$ cat src/design/rtcac_defs.vh
/*
  register offsets, field layouts, bit positions and response codes of the
  rtc alarm compare block. assumes inclusion by bare name.
*/
`ifndef RTCAC_DEFS_VH
`define RTCAC_DEFS_VH

`define RTCAC_ADDR_W 6
`define RTCAC_OFF_SECOND_ALARM 6'h00
`define RTCAC_OFF_MINUTE_ALARM 6'h04
`define RTCAC_OFF_HOUR_ALARM 6'h08
`define RTCAC_OFF_WEEKDAY_ALARM 6'h0C
`define RTCAC_OFF_DATE_ALARM 6'h10
`define RTCAC_OFF_MONTH_ALARM 6'h14
`define RTCAC_OFF_CONTROL 6'h18
`define RTCAC_OFF_IRQ_STATUS 6'h1C
`define RTCAC_OFF_IRQ_ENABLE 6'h20
`define RTCAC_OFF_IRQ_CLEAR 6'h24

`define RTCAC_ENB_BIT 7
`define RTCAC_MASK_SECOND 8'h7F
`define RTCAC_MASK_MINUTE 8'h7F
`define RTCAC_MASK_HOUR 8'h3F
`define RTCAC_MASK_WEEKDAY 8'h07
`define RTCAC_MASK_DATE 8'h3F
`define RTCAC_MASK_MONTH 8'h1F

`define RTCAC_CTRL_AF_BIT 0
`define RTCAC_CTRL_AIE_BIT 3
`define RTCAC_CTRL_MASK 8'h09
`define RTCAC_IRQ_ALARM_BIT 0
`define RTCAC_IRQ_MASK 8'h01

`define RTCAC_RESP_OKAY 2'h0
`define RTCAC_RESP_SLVERR 2'h2

`endif

$ cat src/design/rtcac_field_cmp.v
/*
  one alarm field comparator: masks value bits, compares with counter,
  passes when its enable is clear. assumes counter is synchronous to aclk.
*/
`timescale 1ns/10ps
module rtcac_field_cmp #(
  parameter [7:0] VALUE_MASK = 8'h7F
) (
  input wire [7:0] alarm_value,
  input wire [7:0] counter_value,
  output wire field_ok
);
  wire enabled;
  assign enabled = alarm_value[7];
  // disabled fields always agree
  assign field_ok = !enabled ||
    ((alarm_value & VALUE_MASK) == (counter_value & VALUE_MASK));
endmodule // rtcac_field_cmp

$ cat src/design/rtcac_axil_slave.v
/*
  axi4-lite slave front end: accepts one write and one read at a time,
  address and data in either order, and gives a one-cycle register strobe.
  assumes a single clock and synchronous active-low reset.
*/
`timescale 1ns/10ps
module rtcac_axil_slave #(
  parameter AW = 6
) (
  input wire aclk,
  input wire aresetn,
  input wire [AW-1:0] s_axi_awaddr,
  input wire s_axi_awvalid,
  output wire s_axi_awready,
  input wire [31:0] s_axi_wdata,
  input wire [3:0] s_axi_wstrb,
  input wire s_axi_wvalid,
  output wire s_axi_wready,
  output wire [1:0] s_axi_bresp,
  output wire s_axi_bvalid,
  input wire s_axi_bready,
  input wire [AW-1:0] s_axi_araddr,
  input wire s_axi_arvalid,
  output wire s_axi_arready,
  output wire [31:0] s_axi_rdata,
  output wire [1:0] s_axi_rresp,
  output wire s_axi_rvalid,
  input wire s_axi_rready,
  output wire wr_stb,
  output wire [AW-1:0] wr_addr,
  output wire [31:0] wr_data,
  output wire [3:0] wr_strb,
  input wire [1:0] wr_resp,
  output wire rd_stb,
  output wire [AW-1:0] rd_addr,
  input wire [31:0] rd_data,
  input wire [1:0] rd_resp
);
  reg aw_full_reg;
  reg w_full_reg;
  reg [AW-1:0] aw_addr_reg;
  reg [31:0] w_data_reg;
  reg [3:0] w_strb_reg;
  reg bvalid_reg;
  reg [1:0] bresp_reg;
  reg rvalid_reg;
  reg [31:0] rdata_reg;
  reg [1:0] rresp_reg;

  assign s_axi_awready = !aw_full_reg && !bvalid_reg;
  assign s_axi_wready = !w_full_reg && !bvalid_reg;
  assign s_axi_arready = !rvalid_reg;
  assign wr_stb = aw_full_reg && w_full_reg;
  assign wr_addr = aw_addr_reg;
  assign wr_data = w_data_reg;
  assign wr_strb = w_strb_reg;
  assign rd_stb = s_axi_arvalid && s_axi_arready;
  assign rd_addr = s_axi_araddr;
  assign s_axi_bvalid = bvalid_reg;
  assign s_axi_bresp = bresp_reg;
  assign s_axi_rvalid = rvalid_reg;
  assign s_axi_rdata = rdata_reg;
  assign s_axi_rresp = rresp_reg;

  always @(posedge aclk) begin
    if (!aresetn) begin
      aw_full_reg <= 1'b0;
      w_full_reg <= 1'b0;
      aw_addr_reg <= {AW{1'b0}};
      w_data_reg <= 32'h00000000;
      w_strb_reg <= 4'h0;
      bvalid_reg <= 1'b0;
      bresp_reg <= 2'h0;
      rvalid_reg <= 1'b0;
      rdata_reg <= 32'h00000000;
      rresp_reg <= 2'h0;
    end else begin
      if (s_axi_awvalid && s_axi_awready) begin
        aw_full_reg <= 1'b1;
        aw_addr_reg <= s_axi_awaddr;
      end
      if (s_axi_wvalid && s_axi_wready) begin
        w_full_reg <= 1'b1;
        w_data_reg <= s_axi_wdata;
        w_strb_reg <= s_axi_wstrb;
      end
      if (wr_stb) begin
        aw_full_reg <= 1'b0;
        w_full_reg <= 1'b0;
        bvalid_reg <= 1'b1;
        bresp_reg <= wr_resp;
      end else if (bvalid_reg && s_axi_bready) begin
        bvalid_reg <= 1'b0;
      end
      if (rd_stb) begin
        rvalid_reg <= 1'b1;
        rdata_reg <= rd_data;
        rresp_reg <= rd_resp;
      end else if (rvalid_reg && s_axi_rready) begin
        rvalid_reg <= 1'b0;
      end
    end
  end
endmodule // rtcac_axil_slave

$ cat src/design/rtcac_top.v
/*
  rtc alarm compare: six bcd alarm registers with per-field enables, the
  alarm flag, its interrupt enable and an interrupt status/enable/clear set,
  all behind axi4-lite. assumes calendar counters arrive synchronous to aclk
  and that a power-on reset is marked by por_flag during aresetn low.
*/
`timescale 1ns/10ps
`include "rtcac_defs.vh"
module rtcac_top (
  input wire aclk,
  input wire aresetn,
  input wire por_flag,
  input wire [`RTCAC_ADDR_W-1:0] s_axi_awaddr,
  input wire s_axi_awvalid,
  output wire s_axi_awready,
  input wire [31:0] s_axi_wdata,
  input wire [3:0] s_axi_wstrb,
  input wire s_axi_wvalid,
  output wire s_axi_wready,
  output wire [1:0] s_axi_bresp,
  output wire s_axi_bvalid,
  input wire s_axi_bready,
  input wire [`RTCAC_ADDR_W-1:0] s_axi_araddr,
  input wire s_axi_arvalid,
  output wire s_axi_arready,
  output wire [31:0] s_axi_rdata,
  output wire [1:0] s_axi_rresp,
  output wire s_axi_rvalid,
  input wire s_axi_rready,
  input wire [7:0] second_counter,
  input wire [7:0] minute_counter,
  input wire [7:0] hour_counter,
  input wire [7:0] weekday_counter,
  input wire [7:0] date_counter,
  input wire [7:0] month_counter,
  output wire alarm_flag,
  output wire alarm_irq,
  output wire irq
);
  localparam NF = 6;

  wire wr_stb;
  wire [`RTCAC_ADDR_W-1:0] wr_addr;
  wire [31:0] wr_data;
  wire [3:0] wr_strb;
  wire rd_stb;
  wire [`RTCAC_ADDR_W-1:0] rd_addr;
  reg [31:0] rd_data;
  reg [1:0] rd_resp;
  reg [1:0] wr_resp;

  reg [NF-1:0] field_compare_enable_reg;
  reg [6:0] alarm_value_reg [0:NF-1];
  reg alarm_flag_reg;
  reg alarm_interrupt_enable_reg;
  reg irq_status_reg;
  reg irq_enable_reg;
  reg [47:0] counters_last_reg;
  reg match_last_reg;

  wire [47:0] counters_now;
  wire [NF-1:0] field_ok;
  wire all_match;
  wire counters_changed;
  wire alarm_event;
  wire wr_lane0;
  wire ctrl_write;
  wire clr_write;

  assign counters_now = {month_counter, date_counter, weekday_counter,
    hour_counter, minute_counter, second_counter};
  assign wr_lane0 = wr_stb && wr_strb[0];

  rtcac_axil_slave #(
    .AW(`RTCAC_ADDR_W)
  ) u_bus (
    .aclk(aclk),
    .aresetn(aresetn),
    .s_axi_awaddr(s_axi_awaddr),
    .s_axi_awvalid(s_axi_awvalid),
    .s_axi_awready(s_axi_awready),
    .s_axi_wdata(s_axi_wdata),
    .s_axi_wstrb(s_axi_wstrb),
    .s_axi_wvalid(s_axi_wvalid),
    .s_axi_wready(s_axi_wready),
    .s_axi_bresp(s_axi_bresp),
    .s_axi_bvalid(s_axi_bvalid),
    .s_axi_bready(s_axi_bready),
    .s_axi_araddr(s_axi_araddr),
    .s_axi_arvalid(s_axi_arvalid),
    .s_axi_arready(s_axi_arready),
    .s_axi_rdata(s_axi_rdata),
    .s_axi_rresp(s_axi_rresp),
    .s_axi_rvalid(s_axi_rvalid),
    .s_axi_rready(s_axi_rready),
    .wr_stb(wr_stb),
    .wr_addr(wr_addr),
    .wr_data(wr_data),
    .wr_strb(wr_strb),
    .wr_resp(wr_resp),
    .rd_stb(rd_stb),
    .rd_addr(rd_addr),
    .rd_data(rd_data),
    .rd_resp(rd_resp)
  );

  // field masks per alarm register
  function [7:0] field_mask;
    input integer idx;
    begin
      case (idx)
        0: field_mask = `RTCAC_MASK_SECOND;
        1: field_mask = `RTCAC_MASK_MINUTE;
        2: field_mask = `RTCAC_MASK_HOUR;
        3: field_mask = `RTCAC_MASK_WEEKDAY;
        4: field_mask = `RTCAC_MASK_DATE;
        default: field_mask = `RTCAC_MASK_MONTH;
      endcase
    end
  endfunction

  function [`RTCAC_ADDR_W-1:0] field_offset;
    input integer idx;
    begin
      case (idx)
        0: field_offset = `RTCAC_OFF_SECOND_ALARM;
        1: field_offset = `RTCAC_OFF_MINUTE_ALARM;
        2: field_offset = `RTCAC_OFF_HOUR_ALARM;
        3: field_offset = `RTCAC_OFF_WEEKDAY_ALARM;
        4: field_offset = `RTCAC_OFF_DATE_ALARM;
        default: field_offset = `RTCAC_OFF_MONTH_ALARM;
      endcase
    end
  endfunction

  genvar gi;
  generate
    for (gi = 0; gi < NF; gi = gi + 1) begin : g_field
      wire [7:0] mask;
      wire hit;
      assign mask = field_mask(gi);
      assign hit = wr_lane0 && (wr_addr == field_offset(gi));
      // value bits have no reset at all
      always @(posedge aclk) begin
        if (hit) begin
          alarm_value_reg[gi] <= wr_data[6:0] & mask[6:0];
        end
      end
      always @(posedge aclk) begin
        if (!aresetn && por_flag) begin
          field_compare_enable_reg[gi] <= 1'b0;
        end else if (aresetn && hit) begin
          field_compare_enable_reg[gi] <= wr_data[`RTCAC_ENB_BIT];
        end
      end
      rtcac_field_cmp #(
        .VALUE_MASK(mask_const(gi))
      ) u_cmp (
        .alarm_value({field_compare_enable_reg[gi], alarm_value_reg[gi]}),
        .counter_value(counters_now[gi*8 +: 8]),
        .field_ok(field_ok[gi])
      );
    end
  endgenerate

  function [7:0] mask_const;
    input integer idx;
    begin
      mask_const = field_mask(idx);
    end
  endfunction

  assign all_match = &field_ok;
  assign counters_changed = counters_now != counters_last_reg;
  // set when a match first appears and on each counter step while it holds
  assign alarm_event = all_match && (counters_changed || !match_last_reg);
  assign ctrl_write = wr_lane0 && (wr_addr == `RTCAC_OFF_CONTROL);
  assign clr_write = wr_lane0 && (wr_addr == `RTCAC_OFF_IRQ_CLEAR);

  always @(posedge aclk) begin
    if (!aresetn) begin
      // track the counters through reset so release brings no false match step
      counters_last_reg <= counters_now;
      match_last_reg <= 1'b1;
      alarm_flag_reg <= 1'b0;
      alarm_interrupt_enable_reg <= 1'b0;
      irq_status_reg <= 1'b0;
      irq_enable_reg <= 1'b0;
    end else begin
      counters_last_reg <= counters_now;
      match_last_reg <= all_match;
      if (ctrl_write) begin
        alarm_interrupt_enable_reg <= wr_data[`RTCAC_CTRL_AIE_BIT];
      end
      // set wins over a clear in the same cycle
      if (alarm_event) begin
        alarm_flag_reg <= 1'b1;
      end else if (ctrl_write && !wr_data[`RTCAC_CTRL_AF_BIT]) begin
        alarm_flag_reg <= 1'b0;
      end
      if (alarm_event) begin
        irq_status_reg <= 1'b1;
      end else if (clr_write && wr_data[`RTCAC_IRQ_ALARM_BIT]) begin
        irq_status_reg <= 1'b0;
      end
      if (wr_lane0 && (wr_addr == `RTCAC_OFF_IRQ_ENABLE)) begin
        irq_enable_reg <= wr_data[`RTCAC_IRQ_ALARM_BIT];
      end
    end
  end

  assign alarm_flag = alarm_flag_reg;
  assign alarm_irq = alarm_flag_reg && alarm_interrupt_enable_reg;
  assign irq = irq_status_reg && irq_enable_reg;

  // read mux and responses
  always @* begin
    rd_data = 32'h00000000;
    rd_resp = `RTCAC_RESP_OKAY;
    case (rd_addr)
      `RTCAC_OFF_SECOND_ALARM: rd_data[7:0] = {field_compare_enable_reg[0], alarm_value_reg[0]};
      `RTCAC_OFF_MINUTE_ALARM: rd_data[7:0] = {field_compare_enable_reg[1], alarm_value_reg[1]};
      `RTCAC_OFF_HOUR_ALARM: rd_data[7:0] = {field_compare_enable_reg[2], alarm_value_reg[2]};
      `RTCAC_OFF_WEEKDAY_ALARM: rd_data[7:0] = {field_compare_enable_reg[3], alarm_value_reg[3]};
      `RTCAC_OFF_DATE_ALARM: rd_data[7:0] = {field_compare_enable_reg[4], alarm_value_reg[4]};
      `RTCAC_OFF_MONTH_ALARM: rd_data[7:0] = {field_compare_enable_reg[5], alarm_value_reg[5]};
      `RTCAC_OFF_CONTROL: begin
        rd_data[`RTCAC_CTRL_AIE_BIT] = alarm_interrupt_enable_reg;
        rd_data[`RTCAC_CTRL_AF_BIT] = alarm_flag_reg;
      end
      `RTCAC_OFF_IRQ_STATUS: rd_data[`RTCAC_IRQ_ALARM_BIT] = irq_status_reg;
      `RTCAC_OFF_IRQ_ENABLE: rd_data[`RTCAC_IRQ_ALARM_BIT] = irq_enable_reg;
      `RTCAC_OFF_IRQ_CLEAR: rd_data = 32'h00000000;
      default: rd_resp = `RTCAC_RESP_SLVERR;
    endcase
  end

  always @* begin
    case (wr_addr)
      `RTCAC_OFF_SECOND_ALARM,
      `RTCAC_OFF_MINUTE_ALARM,
      `RTCAC_OFF_HOUR_ALARM,
      `RTCAC_OFF_WEEKDAY_ALARM,
      `RTCAC_OFF_DATE_ALARM,
      `RTCAC_OFF_MONTH_ALARM,
      `RTCAC_OFF_CONTROL,
      `RTCAC_OFF_IRQ_ENABLE,
      `RTCAC_OFF_IRQ_CLEAR: wr_resp = `RTCAC_RESP_OKAY;
      default: wr_resp = `RTCAC_RESP_SLVERR;
    endcase
  end
endmodule // rtcac_top

$ cat config.mk
export PLATFORM = sky130hd
export DESIGN_NAME = rtcac_top
export DESIGN_NICKNAME = d
export VERILOG_FILES = /design/src/design/rtcac_field_cmp.v /design/src/design/rtcac_axil_slave.v /design/src/design/rtcac_top.v
export VERILOG_INCLUDE_DIRS = /design/src /design/src/design
export SDC_FILE = /design/constraint.sdc
export NUM_CORES = 1
export LEC_CHECK = 0
export BUFFER_PORTS_ARGS = -buffer_cell sky130_fd_sc_hd__clkbuf_2
export CORE_UTILIZATION = 56
export DETAILED_ROUTE_END_ITERATION = 8
export PLACE_DENSITY = 0.89
export SLEW_MARGIN = 10
export SYNTH_ARGS = -nofsm -noshare
export SYNTH_HDL_FRONTEND = slang
export SYNTH_SLANG_ARGS = --single-unit
$ cat constraint.sdc
create_clock -name aclk -period 4.45 [get_ports aclk]
set_input_delay 0.89 -clock aclk [delete_from_list [all_inputs] [get_ports aclk]]
set_output_delay 0.89 -clock aclk [all_outputs]
set_load 0.01 [all_outputs]
==> impl_metrics.json <==
{
  "run_status": "finished, violations left",
  "violations": "DRC",
  "ios": 148,
  "drt-total-wl_microns": 11900,
  "post-cts-setup-buffer-count": 0,
  "dieWidth_microns": 97.9,
  "fin_crit_sh": 0.489,
  "cts_buffers": 17,
  "startpoint_type": "input port",
  "yosysSeqAreaShare": 0.541,
  "p_int_mw": 2.16,
  "ys_types": 44,
  "synth_edf_count": 34,
  "hold_buffers": 0,
  "setup_viol": 0,
  "antennaDiodeCount": 0,
  "crit_path_end_kind": "flip-flop",
  "finalMaxSlewViolations": 0,
  "yosysTopAreaCellShare": 0.342,
  "yosys.cell_count.top_type": "dfxtp_1",
  "grt_pass1_vias": 3808,
  "cts-root-buf": "clkbuf_8",
  "post-route-min-period_ns": 2.18,
  "leakagePower_nw": 2.64,
  "drv_cap": 0,
  "switching_share": 0.227,
  "area_growth_pct": 20.6,
  "core-area_sq_um": 8810,
  "critPathRequiredTime_ns": 4.90,
  "largest_register_ffs": 48,
  "globalplace.congestion": 0.856,
  "synth_warnings": 0,
  "detail-route-antenna-nets": 0,
  "antenna_found_initial": 0,
  "path_max_fanout": 3,
  "whs_ns": 0.471,
  "p_clk_frac": 0.490,
  "track_usage": 0.262,
  "worstHoldStart": "u_bus.s_axi_rdata[6]",
  "cts_num_sinks": 122,
  "rsz0062_at_grt": "no",
  "initial_core_util": 0.585,
  "dp_hpwl_microns": 8650,
  "fin_setup_tns_ns": 0,
  "nFillCells": 598,
  "syn_inst": 469,
  "synth_top_cell_by_area": "dfxtp_1",
  "cts.clk_slew.worst_paths_ns": 0.06,
  "dieArea_sq_um": 9580,
  "avgSynthCellArea_sq_um": 11.0,
  "vias": 3782,
  "tritoncts": "built",
  "hold_viol_final": 0,
  "switchingPower_uw": 633,
  "ir_drop_v": 0.000319,
  "clockBufferDepth": 2,
  "endpoint": "irq_status_reg",
  "comb_power_share": 0.075,
  "synth_ff_type": "dfxtp_1",
  "wl_per_cell_microns": 17.2,
  "drcViolationCount": 10,
  "hold_class": "flip-flop to flip-flop",
  "rows": 34,
  "grt_pass1_wl_microns": 19000,
  "worst_pin_slew_ns": 0.722,
  "r2r_cells": 6,
  "grt_max_degree": 43,
  "grt.overflow.total": 0,
  "p_per_area_nw_per_um2": 450,
  "arrival_ns": 2.63,
  "die_h_microns": 97.9,
  "seq_power_share": 0.435,
  "syn_area_sq_um": 5150,
  "drt_iter0_drc": 197,
  "cp-startpoint": "second_counter[6]",
  "fin_worst_skew_ns": 0.00492,
  "critPathKind": "input port to flip-flop",
  "max_freq_ghz": 0.459,
  "r2r-start": "alarm_value_reg[0][6]",
  "synth-async-reset-ratio": 0,
  "max_slew_margin": 0.519,
  "drt-pass1-iter-count": 7,
  "fin_nets": 673,
  "clk_latency_ns": 0.51,
  "synthTopCellsByArea": "dfxtp_1 (34%), edfxtp_1 (20%), xor2_1 (9.9%)",
  "io_buffers": 94,
  "synth_seq_cells": 122,
  "cts_resized": 0,
  "cts_max_level": 4,
  "ff2ff_setup_slack_ns": 2.33,
  "via_per_inst": 5.48,
  "ys_top_cells_by_count": "dfxtp_1 (88), xor2_1 (58), nand2_1 (44)",
  "drive_gt1_frac": 0.229,
  "r2r-end": "irq_status_reg"
}
power groups by stage:
stage	clock, mW	combinational (mW)	sequential (mW)
final	1.37	0.210	1.22
after global routing	1.43	0.231	1.22
after CTS	1.38	0.210	1.22
after detailed placement	0	0.206	1.24
after global placement	0	0.197	1.24
after floorplan	0	0.141	1.23
logic make-up (layout without fill, tap and decap cells):
| family | count (synthesis) | in the layout | synth area share |
|---|---|---|---|
| AO/OA/AOI/OAI | 69 | 69 | 0.0926 |
| XOR/XNOR | 80 | 80 | 0.136 |
| flip-flops | 122 | 122 | 0.541 |
| other | 1 | 26 | 0.000729 |
| buffers and inverters | 54 | 142 | 0.0596 |
| multiplexers | 21 | 21 | 0.0484 |
| AND/OR/NAND/NOR | 122 | 122 | 0.122 |
how the worst min path moves through the flow:
stage                            end  slack, ns  cells after the start
6_report        u_bus.s_axi_rdata[6]       0.47                      2
5_1_grt        counters_last_reg[46]       0.49                      1
4_1_cts         u_bus.s_axi_rdata[6]       0.48                      2
3_5_place_dp   alarm_value_reg[0][6]       0.46                      0
3_3_place_gp   alarm_value_reg[0][6]       0.44                      0
2_1_floorplan  alarm_value_reg[0][6]       0.43                      0
cell usage in the layout (no fill, tap or decap), drive strengths merged, types with 3 or more instances in the layout:
| cell | netlist | final |
|---|---|---|
| xnor2 | 22 | 22 |
| nand2 | 44 | 44 |
| dfxtp | 88 | 88 |
| and2 | 4 | 4 |
| mux2i | 17 | 17 |
| xor2 | 58 | 58 |
| clkinv | 0 | 6 |
| conb | 1 | 26 |
| nor2 | 13 | 13 |
| nor3 | 7 | 7 |
| a21boi | 14 | 14 |
| a22oi | 5 | 5 |
| inv | 16 | 17 |
| nor4 | 13 | 13 |
| clkbuf | 7 | 116 |
| nand2b | 6 | 6 |
| edfxtp | 34 | 34 |
| o211ai | 3 | 3 |
| o21ai | 8 | 8 |
| o22ai | 7 | 7 |
| nand4 | 8 | 8 |
| mux4 | 3 | 3 |
| o31ai | 3 | 3 |
| nor2b | 13 | 13 |
| o21a | 4 | 4 |
| o211a | 4 | 4 |
| a21oi | 12 | 12 |
| nand3 | 7 | 7 |
final cells by class:
cell class,count,area [sq um],share of cell area
Multi-Input combinational cell,318,2150,0.347
Timing Repair Buffer,94,470,0.0758
Clock buffer,22,494,0.0796
Tap cell,108,135,0.0218
Inverter,16,60.1,0.00968
Clock inverter,10,111,0.0179
Sequential cell,122,2780,0.448
per-layer routing:
metal	GRT usage	wire length (microns)
met5	0	0
met2	0.449	6090
met4	0.133	321
met1	0.307	4860
met3	0.0630	627
worst max-delay path: stages:
cell and delay, ns:
clkbuf_2 0.13, xnor2_1 0.21, nand4_1 0.16, o41ai_1 0.31, o2111ai_1 0.22, nor3_1 0.51
o21a_1 0.20
stage by stage:
step	instance area [sq um]	worst slack [ns]	utilization	instances	power, mW
final	6210	2.27	0.705	690	2.79
after global routing	6210	2.21	0.705	690	2.88
after CTS	6210	2.30	0.705	690	2.81
after detailed placement	5600	1.87	0.636	658	1.45
after global placement	5600	1.92	0.636	658	1.43
after floorplan	5240	2.27	-	494	1.37
(Power assumes the default switching activity.)
